`src/hw/dccs_consts.svh`:
```
// Purpose: offsets, field positions, reset values and timing figures of the clock control
// Assumes: byte addresses on an 8-bit APB address, one aligned 32-bit word per register
// Notes:   definitions only
`ifndef DCCS_CONSTS_SVH
`define DCCS_CONSTS_SVH

`define DCCS_ADDR_W        8
`define DCCS_OFS_CTRL      8'h00
`define DCCS_OFS_DIV       8'h04
`define DCCS_OFS_SRATE     8'h08
`define DCCS_OFS_RRATE     8'h0c
`define DCCS_OFS_XOFS      8'h10
`define DCCS_OFS_XSKEW     8'h14
`define DCCS_OFS_COMMIT    8'h18
`define DCCS_OFS_STATUS    8'h1c

`define DCCS_CTRL_COMMON   0
`define DCCS_CTRL_CH1_SRC  1
`define DCCS_CTRL_CH2_SRC  2
`define DCCS_CTRL_REF_SRC  3
`define DCCS_DIV_CH1_LSB   0
`define DCCS_DIV_CH2_LSB   4
`define DCCS_COMMIT_BIT    0

`define DCCS_ST_SRATE_ACT  4
`define DCCS_ST_ALIGN_ACT  5
`define DCCS_ST_DIV1_LSB   8
`define DCCS_ST_DIV2_LSB   12

`define DCCS_RST_WORD      32'h00000000
`define DCCS_DIV_EXP_MAX   4'h8

`define DCCS_SKEW_STEP_PS  10
`define DCCS_SKEW_MAX_PS   3000
`define DCCS_SKEW_LIMIT    (`DCCS_SKEW_MAX_PS / `DCCS_SKEW_STEP_PS)
`define DCCS_INT_REF_MHZ   100
`define DCCS_INT_REF_KHZ   (`DCCS_INT_REF_MHZ * 1000)

`endif

```
`src/hw/dccs_pkg.sv`:
```
// Purpose: types shared by the clock control files
// Assumes: rates held in kHz, offset in sample periods, skew in 10 ps steps
// Notes:   numbers live in dccs_consts.svh
package dccs_pkg;

    typedef struct packed {
        logic                   common;
        logic [1:0]             chExternal;
        logic                   refExternal;
        logic [1:0][3:0]        divExp;
        logic [31:0]            sampleRate;
        logic [31:0]            refRate;
        logic signed [31:0]     pointOffset;
        logic signed [9:0]      fineSkew;
    } dccs_cfg_type;

    typedef struct packed {
        logic                   external;
        logic [3:0]             divExp;
    } dccs_chclk_type;

    typedef struct packed {
        logic                   valid;
        logic signed [31:0]     pointOffset;
        logic signed [9:0]      fineSkew;
    } dccs_align_type;

endpackage : dccs_pkg

```
`src/hw/dccs_sat_clamp.sv`:
```
// Purpose: symmetric saturation of a signed setting to plus or minus a limit
// Assumes: limit is not negative
// Notes:   purely combinational
`timescale 1ns/100ps
module dccs_sat_clamp #(
    parameter int W = 32
) (
    input  wire logic signed [W-1:0] value,   // setting as written
    input  wire logic signed [W-1:0] limit,   // magnitude bound
    output logic signed [W-1:0]      clamped  // setting within bound
);
    always_comb
    begin
        if (value > limit)
            clamped = limit;
        else if (value < -limit)
            clamped = -limit;
        else
            clamped = value;
    end
endmodule : dccs_sat_clamp

```
`src/hw/dccs_pow2_divider.sv`:
```
// Purpose: divide an external sample tick stream by 2 to the power divExp
// Assumes: sampleTick is a one-cycle pulse synchronous to ref_clk
// Notes:   one cycle of latency; restart realigns the phase after a commit
`timescale 1ns/100ps
module dccs_pow2_divider (
    input  wire logic       ref_clk,    // system clock
    input  wire logic       rst,        // synchronous reset, high
    input  wire logic       sampleTick, // undivided external tick
    input  wire logic [3:0] divExp,     // exponent 0..8
    input  wire logic       restart,    // clear the phase counter
    output logic            divTick     // divided tick, registered
);
    logic [7:0] count_ff;
    logic [7:0] nxt_count;
    logic       divTick_ff;
    logic       nxt_divTick;
    logic [7:0] terminal;

    assign terminal = 8'((9'h001 << divExp) - 9'h001);
    assign divTick  = divTick_ff;

    always_comb
    begin
        nxt_count   = count_ff;
        nxt_divTick = 1'b0;
        if (restart)
            nxt_count = 8'h00;
        else if (sampleTick)
        begin
            if (count_ff >= terminal)
            begin
                nxt_count   = 8'h00;
                nxt_divTick = 1'b1;
            end
            else
                nxt_count = count_ff + 8'h01;
        end
    end

    always_ff @(posedge ref_clk)
    begin
        if (rst)
        begin
            count_ff   <= 8'h00;
            divTick_ff <= 1'b0;
        end
        else
        begin
            count_ff   <= nxt_count;
            divTick_ff <= nxt_divTick;
        end
    end
endmodule : dccs_pow2_divider

```
`src/hw/dccs_clock_control.sv`:
```
// Purpose: sample clock and reference selection, external divider and channel alignment
// Assumes: APB slave, zero wait states beyond the access phase; ticks synchronous
// Notes:   settings are staged by writes and take effect together on commit
//
// What this block does
// - each channel configured independently of other
// - common feed drives both from one clock
// - synchronized channels share rate, keep own settings
// - common feed blocks channel 2 clock changes
// - offset and skew locked unless common
// - point offset delays channel 2, clamped
// - fine skew within 3 ns, 10 ps
// - external input routable to either or both
// - per-channel internal or external source select
// - external rate used only when selected
// - external clock divided by 1 to 256
// - one reference feeds both generators
// - reference select; external rate when selected
// - internal reference is 100 MHz
// - missing external clock gives no indication
`timescale 1ns/100ps
`include "dccs_consts.svh"
module dccs_clock_control (
    input  wire logic                        ref_clk,          // 125 MHz clock
    input  wire logic                        rst,              // synchronous reset, high
    input  wire logic                        psel,             // APB select
    input  wire logic                        penable,          // APB access phase
    input  wire logic                        pwrite,           // APB direction
    input  wire logic [`DCCS_ADDR_W-1:0]     paddr,            // APB byte address
    input  wire logic [31:0]                 pwdata,           // APB write data
    output logic                             pready,           // APB ready
    output logic [31:0]                      prdata,           // APB read data
    output logic                             pslverr,          // APB error, unmapped
    input  wire logic [1:0]                  intSampleTick,    // internal generator ticks
    input  wire logic                        externalTick,     // external sample clock tick
    input  wire logic [31:0]                 waveLength,       // output waveform length
    output dccs_pkg::dccs_chclk_type [1:0]   chClk,            // active per-channel clock
    output logic [1:0]                       chSampleTick,     // per-channel sample tick
    output logic                             sampleRateActive, // loops use external rate
    output logic [31:0]                      loopSampleRate,   // external_sample_rate_value
    output logic [1:0]                       refExternalSel,   // reference select per gen
    output logic [31:0]                      loopRefRate,      // reference rate in kHz
    output dccs_pkg::dccs_align_type         align             // channel 2 alignment
);
    import dccs_pkg::*;

    dccs_cfg_type stg_ff;
    dccs_cfg_type nxt_stg;
    dccs_cfg_type act_ff;
    dccs_cfg_type nxt_act;
    logic [31:0]  prdata_ff;
    logic [31:0]  nxt_prdata;
    logic         commit_ff;
    logic         nxt_commit;

    logic         setup;
    logic         access;
    logic         wrEn;
    logic         mapped;
    logic [31:0]  statusWord;
    logic [3:0]   wrDiv1;
    logic [3:0]   wrDiv2;
    logic         newCommon;
    logic signed [31:0] clampOffset;
    logic signed [9:0]  clampSkew;
    logic signed [31:0] offsetLimit;
    logic [1:0]   divTick;
    logic [1:0]   chSrcExt;

    assign setup  = psel & ~penable;
    assign access = psel & penable;
    assign wrEn   = access & pwrite;

    // misaligned or out-of-range addresses fall to the default and raise pslverr
    always_comb
    begin
        case (paddr)
            `DCCS_OFS_CTRL, `DCCS_OFS_DIV, `DCCS_OFS_SRATE, `DCCS_OFS_RRATE,
            `DCCS_OFS_XOFS, `DCCS_OFS_XSKEW, `DCCS_OFS_COMMIT, `DCCS_OFS_STATUS:
                mapped = 1'b1;
            default:
                mapped = 1'b0;
        endcase
    end

    // read data is latched in the setup phase, so the access phase can be ready at once
    assign pready  = access;
    assign pslverr = access & ~mapped;
    assign prdata  = prdata_ff;

    // exponents above eight saturate at write, so readback shows what will be used
    function automatic logic [3:0] limit_exp(input logic [3:0] e);
        limit_exp = (e > `DCCS_DIV_EXP_MAX) ? `DCCS_DIV_EXP_MAX : e;
    endfunction : limit_exp

    assign wrDiv1    = limit_exp(pwdata[`DCCS_DIV_CH1_LSB +: 4]);
    assign wrDiv2    = limit_exp(pwdata[`DCCS_DIV_CH2_LSB +: 4]);
    assign newCommon = pwdata[`DCCS_CTRL_COMMON];

    assign offsetLimit = $signed({1'b0, waveLength[30:0]});

    dccs_sat_clamp #(
        .W       (32)
    ) u_offset_clamp (
        .value   (stg_ff.pointOffset),
        .limit   (offsetLimit),
        .clamped (clampOffset)
    );

    dccs_sat_clamp #(
        .W       (10)
    ) u_skew_clamp (
        .value   (stg_ff.fineSkew),
        .limit   (10'(`DCCS_SKEW_LIMIT)),
        .clamped (clampSkew)
    );

    // status shows settings only: no bit reports a missing external clock
    always_comb
    begin
        statusWord                              = `DCCS_RST_WORD;
        statusWord[`DCCS_CTRL_COMMON]           = act_ff.common;
        statusWord[`DCCS_CTRL_CH1_SRC]          = act_ff.chExternal[0];
        statusWord[`DCCS_CTRL_CH2_SRC]          = act_ff.chExternal[1];
        statusWord[`DCCS_CTRL_REF_SRC]          = act_ff.refExternal;
        statusWord[`DCCS_ST_SRATE_ACT]          = sampleRateActive;
        statusWord[`DCCS_ST_ALIGN_ACT]          = align.valid;
        statusWord[`DCCS_ST_DIV1_LSB +: 4]      = chClk[0].divExp;
        statusWord[`DCCS_ST_DIV2_LSB +: 4]      = chClk[1].divExp;
    end

    always_comb
    begin
        nxt_prdata = prdata_ff;
        if (setup & ~pwrite)
        begin
            case (paddr)
                `DCCS_OFS_CTRL:
                begin
                    nxt_prdata                     = `DCCS_RST_WORD;
                    nxt_prdata[`DCCS_CTRL_COMMON]  = stg_ff.common;
                    nxt_prdata[`DCCS_CTRL_CH1_SRC] = stg_ff.chExternal[0];
                    nxt_prdata[`DCCS_CTRL_CH2_SRC] = stg_ff.chExternal[1];
                    nxt_prdata[`DCCS_CTRL_REF_SRC] = stg_ff.refExternal;
                end
                `DCCS_OFS_DIV:
                begin
                    nxt_prdata                         = `DCCS_RST_WORD;
                    nxt_prdata[`DCCS_DIV_CH1_LSB +: 4] = stg_ff.divExp[0];
                    nxt_prdata[`DCCS_DIV_CH2_LSB +: 4] = stg_ff.divExp[1];
                end
                `DCCS_OFS_SRATE:  nxt_prdata = stg_ff.sampleRate;
                `DCCS_OFS_RRATE:  nxt_prdata = stg_ff.refRate;
                `DCCS_OFS_XOFS:   nxt_prdata = stg_ff.pointOffset;
                `DCCS_OFS_XSKEW:  nxt_prdata = 32'(stg_ff.fineSkew);
                `DCCS_OFS_STATUS: nxt_prdata = statusWord;
                default:          nxt_prdata = `DCCS_RST_WORD;
            endcase
        end
    end

    always_ff @(posedge ref_clk)
    begin
        if (rst)
            prdata_ff <= `DCCS_RST_WORD;
        else
            prdata_ff <= nxt_prdata;
    end

    // staging: writes land here and touch no clock until a commit
    always_comb
    begin
        nxt_stg    = stg_ff;
        nxt_commit = 1'b0;

        if (wrEn)
        begin
            case (paddr)
                `DCCS_OFS_CTRL:
                begin
                    nxt_stg.common        = newCommon;
                    nxt_stg.chExternal[0] = pwdata[`DCCS_CTRL_CH1_SRC];
                    // channel 2 clock is frozen while the feed is, or becomes, common
                    if (!stg_ff.common && !newCommon)
                        nxt_stg.chExternal[1] = pwdata[`DCCS_CTRL_CH2_SRC];
                    nxt_stg.refExternal   = pwdata[`DCCS_CTRL_REF_SRC];
                end
                `DCCS_OFS_DIV:
                begin
                    // in common feed channel 2 follows channel 1, so its field stays put
                    nxt_stg.divExp[0] = wrDiv1;
                    if (!stg_ff.common)
                        nxt_stg.divExp[1] = wrDiv2;
                end
                `DCCS_OFS_SRATE: nxt_stg.sampleRate = pwdata;
                `DCCS_OFS_RRATE: nxt_stg.refRate    = pwdata;
                `DCCS_OFS_XOFS:
                begin
                    if (act_ff.common)
                        nxt_stg.pointOffset = $signed(pwdata);
                end
                `DCCS_OFS_XSKEW:
                begin
                    if (act_ff.common)
                        nxt_stg.fineSkew = $signed(pwdata[9:0]);
                end
                `DCCS_OFS_COMMIT: nxt_commit = pwdata[`DCCS_COMMIT_BIT];
                default:          nxt_commit = 1'b0;
            endcase
        end
    end

    always_ff @(posedge ref_clk)
    begin
        if (rst)
        begin
            stg_ff    <= '0;
            commit_ff <= 1'b0;
        end
        else
        begin
            stg_ff    <= nxt_stg;
            commit_ff <= nxt_commit;
        end
    end

    // the whole staged set moves at once, so the clocks never see a half update
    always_comb
    begin
        nxt_act = act_ff;
        if (commit_ff)
        begin
            nxt_act             = stg_ff;
            nxt_act.pointOffset = clampOffset;
            nxt_act.fineSkew    = clampSkew;
            if (!stg_ff.common)
            begin
                nxt_act.pointOffset = 32'sh00000000;
                nxt_act.fineSkew    = 10'sh000;
            end
        end
    end

    // reset leaves both channels on their own internal clocks, undivided
    always_ff @(posedge ref_clk)
    begin
        if (rst)
            act_ff <= '0;
        else
            act_ff <= nxt_act;
    end

    // channel 2 mirrors channel 1 in common feed: one source, one rate for both
    assign chClk[0].external = act_ff.chExternal[0];
    assign chClk[0].divExp   = act_ff.divExp[0];
    assign chClk[1].external = act_ff.common ? act_ff.chExternal[0]
                                             : act_ff.chExternal[1];
    assign chClk[1].divExp   = act_ff.common ? act_ff.divExp[0]
                                             : act_ff.divExp[1];

    genvar ch;
    generate
        for (ch = 0; ch < 2; ch++)
        begin : g_chan
            assign chSrcExt[ch] = chClk[ch].external;

            // the single external tick fans out to each divider that wants it
            dccs_pow2_divider u_div (
                .ref_clk    (ref_clk),
                .rst        (rst),
                .sampleTick (externalTick & chSrcExt[ch]),
                .divExp     (chClk[ch].divExp),
                .restart    (commit_ff),
                .divTick    (divTick[ch])
            );
        end
    endgenerate

    // common feed takes channel 1's tick for both, so both start on the same edge
    always_comb
    begin
        chSampleTick[0] = chSrcExt[0] ? divTick[0] : intSampleTick[0];
        if (act_ff.common)
            chSampleTick[1] = chSampleTick[0];
        else
            chSampleTick[1] = chSrcExt[1] ? divTick[1] : intSampleTick[1];
    end

    assign sampleRateActive = |chSrcExt;
    assign loopSampleRate   = sampleRateActive ? act_ff.sampleRate : `DCCS_RST_WORD;

    // one select for both generators; an absent external clock is not flagged
    assign refExternalSel   = {2{act_ff.refExternal}};
    assign loopRefRate      = act_ff.refExternal ? act_ff.refRate
                                                 : 32'(`DCCS_INT_REF_KHZ);
    // alignment only means something while both channels share one clock
    assign align.valid       = act_ff.common;
    assign align.pointOffset = act_ff.pointOffset;
    assign align.fineSkew    = act_ff.fineSkew;

endmodule : dccs_clock_control

```
`config.mk`:
```
export PLATFORM = sky130hd
export DESIGN_NAME = dccs_clock_control
export DESIGN_NICKNAME = d
export VERILOG_FILES = /design/src/hw/dccs_pkg.sv /design/src/hw/dccs_sat_clamp.sv /design/src/hw/dccs_pow2_divider.sv /design/src/hw/dccs_clock_control.sv
export VERILOG_INCLUDE_DIRS = /design/src /design/src/hw
export SDC_FILE = /design/constraint.sdc
export NUM_CORES = 1
export LEC_CHECK = 0
export BUFFER_PORTS_ARGS = -buffer_cell sky130_fd_sc_hd__clkbuf_2
export CAP_MARGIN = 20
export CORE_MARGIN = 1
export CORE_UTILIZATION = 25
export DETAILED_ROUTE_END_ITERATION = 8
export PLACE_DENSITY = 0.45
export SLEW_MARGIN = 10
export SYNTH_ARGS = -nofsm -noshare
export SYNTH_HDL_FRONTEND = slang
export SYNTH_SLANG_ARGS = --single-unit
```
`constraint.sdc`:
```
create_clock -name ref_clk -period 3.9 [get_ports ref_clk]
set_input_delay 0.195 -clock ref_clk [delete_from_list [all_inputs] [get_ports ref_clk]]
set_output_delay 0.195 -clock ref_clk [all_outputs]
set_load 0.05 [all_outputs]
```
==> results.py <==
metrics = {
    "status": {
        "status": "complete, no violations",
    },
    "timing": {
        "grt_setup_unrepaired": "false",
        "fin_crit_sh": 0.958,
        "finalHoldViolCount": 0,
        "relSlewSlack": 0.315,
        "finalMaxSlewViolations": 0,
        "fin_skew_ps": 21.2,
        "fmaxAchievable_ghz": 0.268,
        "finalSetupViolCount": 0,
        "post-route-min-period_ps": 3740,
        "holdWs_ps": 29.2,
        "worstMarginPinSlew_ps": 1030,
        "fin_ws_ps": 164,
    },
    "die": {
        "ioPinCount": 236,
        "die_x_um": 246,
        "coreArea_sq_um": 59000,
        "core.rowCount": 89,
        "chipHeight_um": 246,
        "die-area_sq_um": 60600,
        "start_util": 0.253,
    },
    "power": {
        "ir_worst_vdd_uv": 232,
        "p_leak_nw": 7.33,
        "pwr-share-comb": 0.051,
        "p_switching_w": 0.00161,
        "switching_share": 0.234,
        "powerDensity_nw_per_um2": 360,
        "pwr-share-seq": 0.426,
        "cell_internal_pwr_w": 0.00527,
        "clockPowerShare": 0.523,
    },
    "detailed_routing": {
        "postRouteAntennaNets": 0,
        "drc": 0,
        "drt_iter0_markers": 1163,
        "drtPass1Iterations": 8,
        "via_per_inst": 4.85,
        "via_count": 13900,
        "wl_um": 57200,
        "wl_per_cell_um": 20.0,
    },
    "setup_path": {
        "start_kind": "input port",
        "end_kind": "flop",
        "r2r-start": "align[42]$_SDFFE_PP0P_",
        "arrival_ps": 4210,
        "crit_required_ps": 4370,
        "setup.worst_path.class": "input port to flop",
        "worstSetupStartpoint": "waveLength[15]",
        "path_max_fanout": 14,
    },
    "clock_network": {
        "clock-sinks": 287,
        "path_clk_slew_ps": 60,
        "cts_buffers": 36,
        "htree_levels": 2,
        "cts_tree": "yes",
        "clk_latency_ps": 550,
        "cts-root-buf": "clkbuf_16",
        "clk_path_buf_depth": 3,
    },
    "synth": {
        "synth_top_area_share": 0.385,
        "synth_cells": 1789,
        "yosysMostFrequentCell": "dfxtp_1",
        "ys_ff_latch": 287,
        "syn_avg_cell_area_sq_um": 8.33,
        "synthXorXnorAreaFrac": 0.0251,
        "async_flop_share": 0,
        "synth_common_cells": "dfxtp_1 (287), nand2_1 (245), a21oi_1 (194)",
        "synth-compound-area-share": 0.169,
        "synth.largest_area_cell": "dfxtp_1",
        "synth_nets": 1953,
        "synthFlopType": "dfxtp_1",
        "ys.warnings.count": 0,
        "yosys-top-cells-area": "dfxtp_1 (39%), ha_1 (7.0%), mux2i_1 (6.7%)",
        "synth_top_family_by_area": "simple AND/OR/NAND/NOR gates",
        "synth-simple-area-share": 0.193,
        "muxShareOfSynthArea": 0.0845,
        "synth_edf_count": 0,
        "netlist_area_sq_um": 14900,
        "synth_fa_ha_area_frac": 0.0705,
        "yosysUniqueCellTypes": 72,
        "synth_seq_area_share": 0.385,
    },
    "final_layout": {
        "final.fill_count": 6235,
        "drive_above_1_share": 0.230,
        "regArea_sq_um": 5750,
        "finalNonFillerCells": 2858,
        "fin_util": 0.324,
        "nets": 2222,
        "multi_input_area_sq_um": 8260,
        "syn_to_final_growth_pct": 28.2,
    },
    "placed_design": {
        "hpwlAfterDp_um": 42000,
        "dp_slack_ps": -383,
        "dp_cells": 2746,
        "io_buffers": 234,
        "gp_congestion": 0.902,
    },
    "worst_hold_path": {
        "hold_path.class": "input port to flop",
        "min_from": "waveLength[12]",
    },
    "grt": {
        "grt_max_degree": 89,
        "grt_pass1_wl_um": 84600,
        "antenna_found_initial": 2,
        "grt_use_total": 0.185,
        "gr-total-overflow": 0,
        "grt_pass1_vias": 13300,
    },
    "flow_run": {
        "drv_cap": 0,
    },
}
through the flow:
stage / instance area [sq um] / total power, W / setup TNS [ps]
after floorplan: 15000 / 0.00314 / -437
after global placement: 17300 / 0.00330 / -8940
after detailed placement: 17300 / 0.00330 / -9680
after CTS: 19000 / 0.00697 / 0
after global routing: 19100 / 0.00711 / 0
final: 19100 / 0.00688 / 0
final timing paths:
path | to | slack, ps | cells past startpoint
worst max register to register | g_chan[1].u_div.count_ff[4]$_SDFFE_PP0P_ | 540 | 12
worst min register to register | align[8]$_SDFFE_PP0P_ | 460 | 2
worst min-delay path | align[22]$_SDFFE_PP0P_ | 30 | 4
worst max-delay path | align[32]$_SDFFE_PP0P_ | 160 | 16
metal layers:
layer / vias up / share of wire / wire length (um) / GRT usage
met3: 57 / 0.064 / 3660 / 0.0309
met2: 481 / 0.42 / 24200 / 0.268
li1: 6734 / - / - / -
met1: 6603 / 0.50 / 28400 / 0.277
met5: - / 0 / 0 / 0
met4: 0 / 0.018 / 1050 / 0.0480
layout by cell type (no fill, tap or decap), types with 6 or more instances in the layout:
cell	instances
o21ai_1	32
nand2_1	245
mux2i_1	99
or3_1	6
xor2_1	9
dlygate4sd3_1	41
a21oi_1	193
ha_1	82
nor3_1	11
dfxtp_1	286
buf_4	116
mux2_2	9
o21bai_1	6
xnor2_1	27
mux2_4	11
inv_1	67
nor2_1	171
clkbuf_2	229
a21o_1	12
nand4_1	16
a31oi_1	20
o21ai_0	30
nor2b_1	39
clkbuf_16	39
nand2b_1	10
clkbuf_8	7
a222oi_1	28
a22oi_1	49
and3_1	6
and2_1	34
nand3_1	18
critical path, cell delays in order:
cell and delay (ps):
dlygate4sd3_1 630, nor4_2 230, buf_4 190, nand3_4 70, or3_4 340, or3_4 340
xnor2_2 150, ha_1 320, and4_1 220, a221oi_2 330, o22ai_2 150, a211oi_4 250
buf_4 180, clkbuf_16 180, mux2_1 320, o21ai_1 100
timing repair:
action | CTS | global route
hold endpoints to repair | 97 | 0
hold buffers | 44 | 0
resized for setup | 0 | 16
setup endpoints to repair | 0 | 31
buffers inserted | 0 | 5
power by group through the flow:
stage / Clock (W) / Sequential (W) / Combinational [W]
global placement: 0 / 0.00300 / 0.000305
floorplan: 0 / 0.00300 / 0.000140
finish: 0.00360 / 0.00293 / 0.000349
global route: 0.00380 / 0.00293 / 0.000378
detailed placement: 0 / 0.00300 / 0.000309
CTS: 0.00369 / 0.00293 / 0.000345
cell type report:
class | count | share of cell area
Antenna cell | 1 | 0.000131
Clock buffer | 49 | 0.0545
Clock inverter | 15 | 0.0113
Inverter | 70 | 0.0145
Multi-Input combinational cell | 1267 | 0.432
Sequential cell | 287 | 0.301
Tap cell | 773 | 0.0506
Timing Repair Buffer | 396 | 0.136
sequential cells by signal, summed over array words and instances, names as in the netlist:
signal / cells
prdata: 32
g_chan.u_div.count_ff: 16
align: 43
act_ff: 69
refExternalSel: 1
chClk: 5
stg_ff: 118
g_chan.u_div.divTick: 2
commit_ff: 1
kinds of logic after synthesis:
| family | after synthesis |
|---|---|
| mux | 123 |
| xor+xnor | 41 |
| flops | 287 |
| fa+ha+maj | 84 |
| compound gates | 409 |
| simple gates | 610 |
| buf+inv | 235 |
Note: power is estimated with default switching activity, not from simulation.
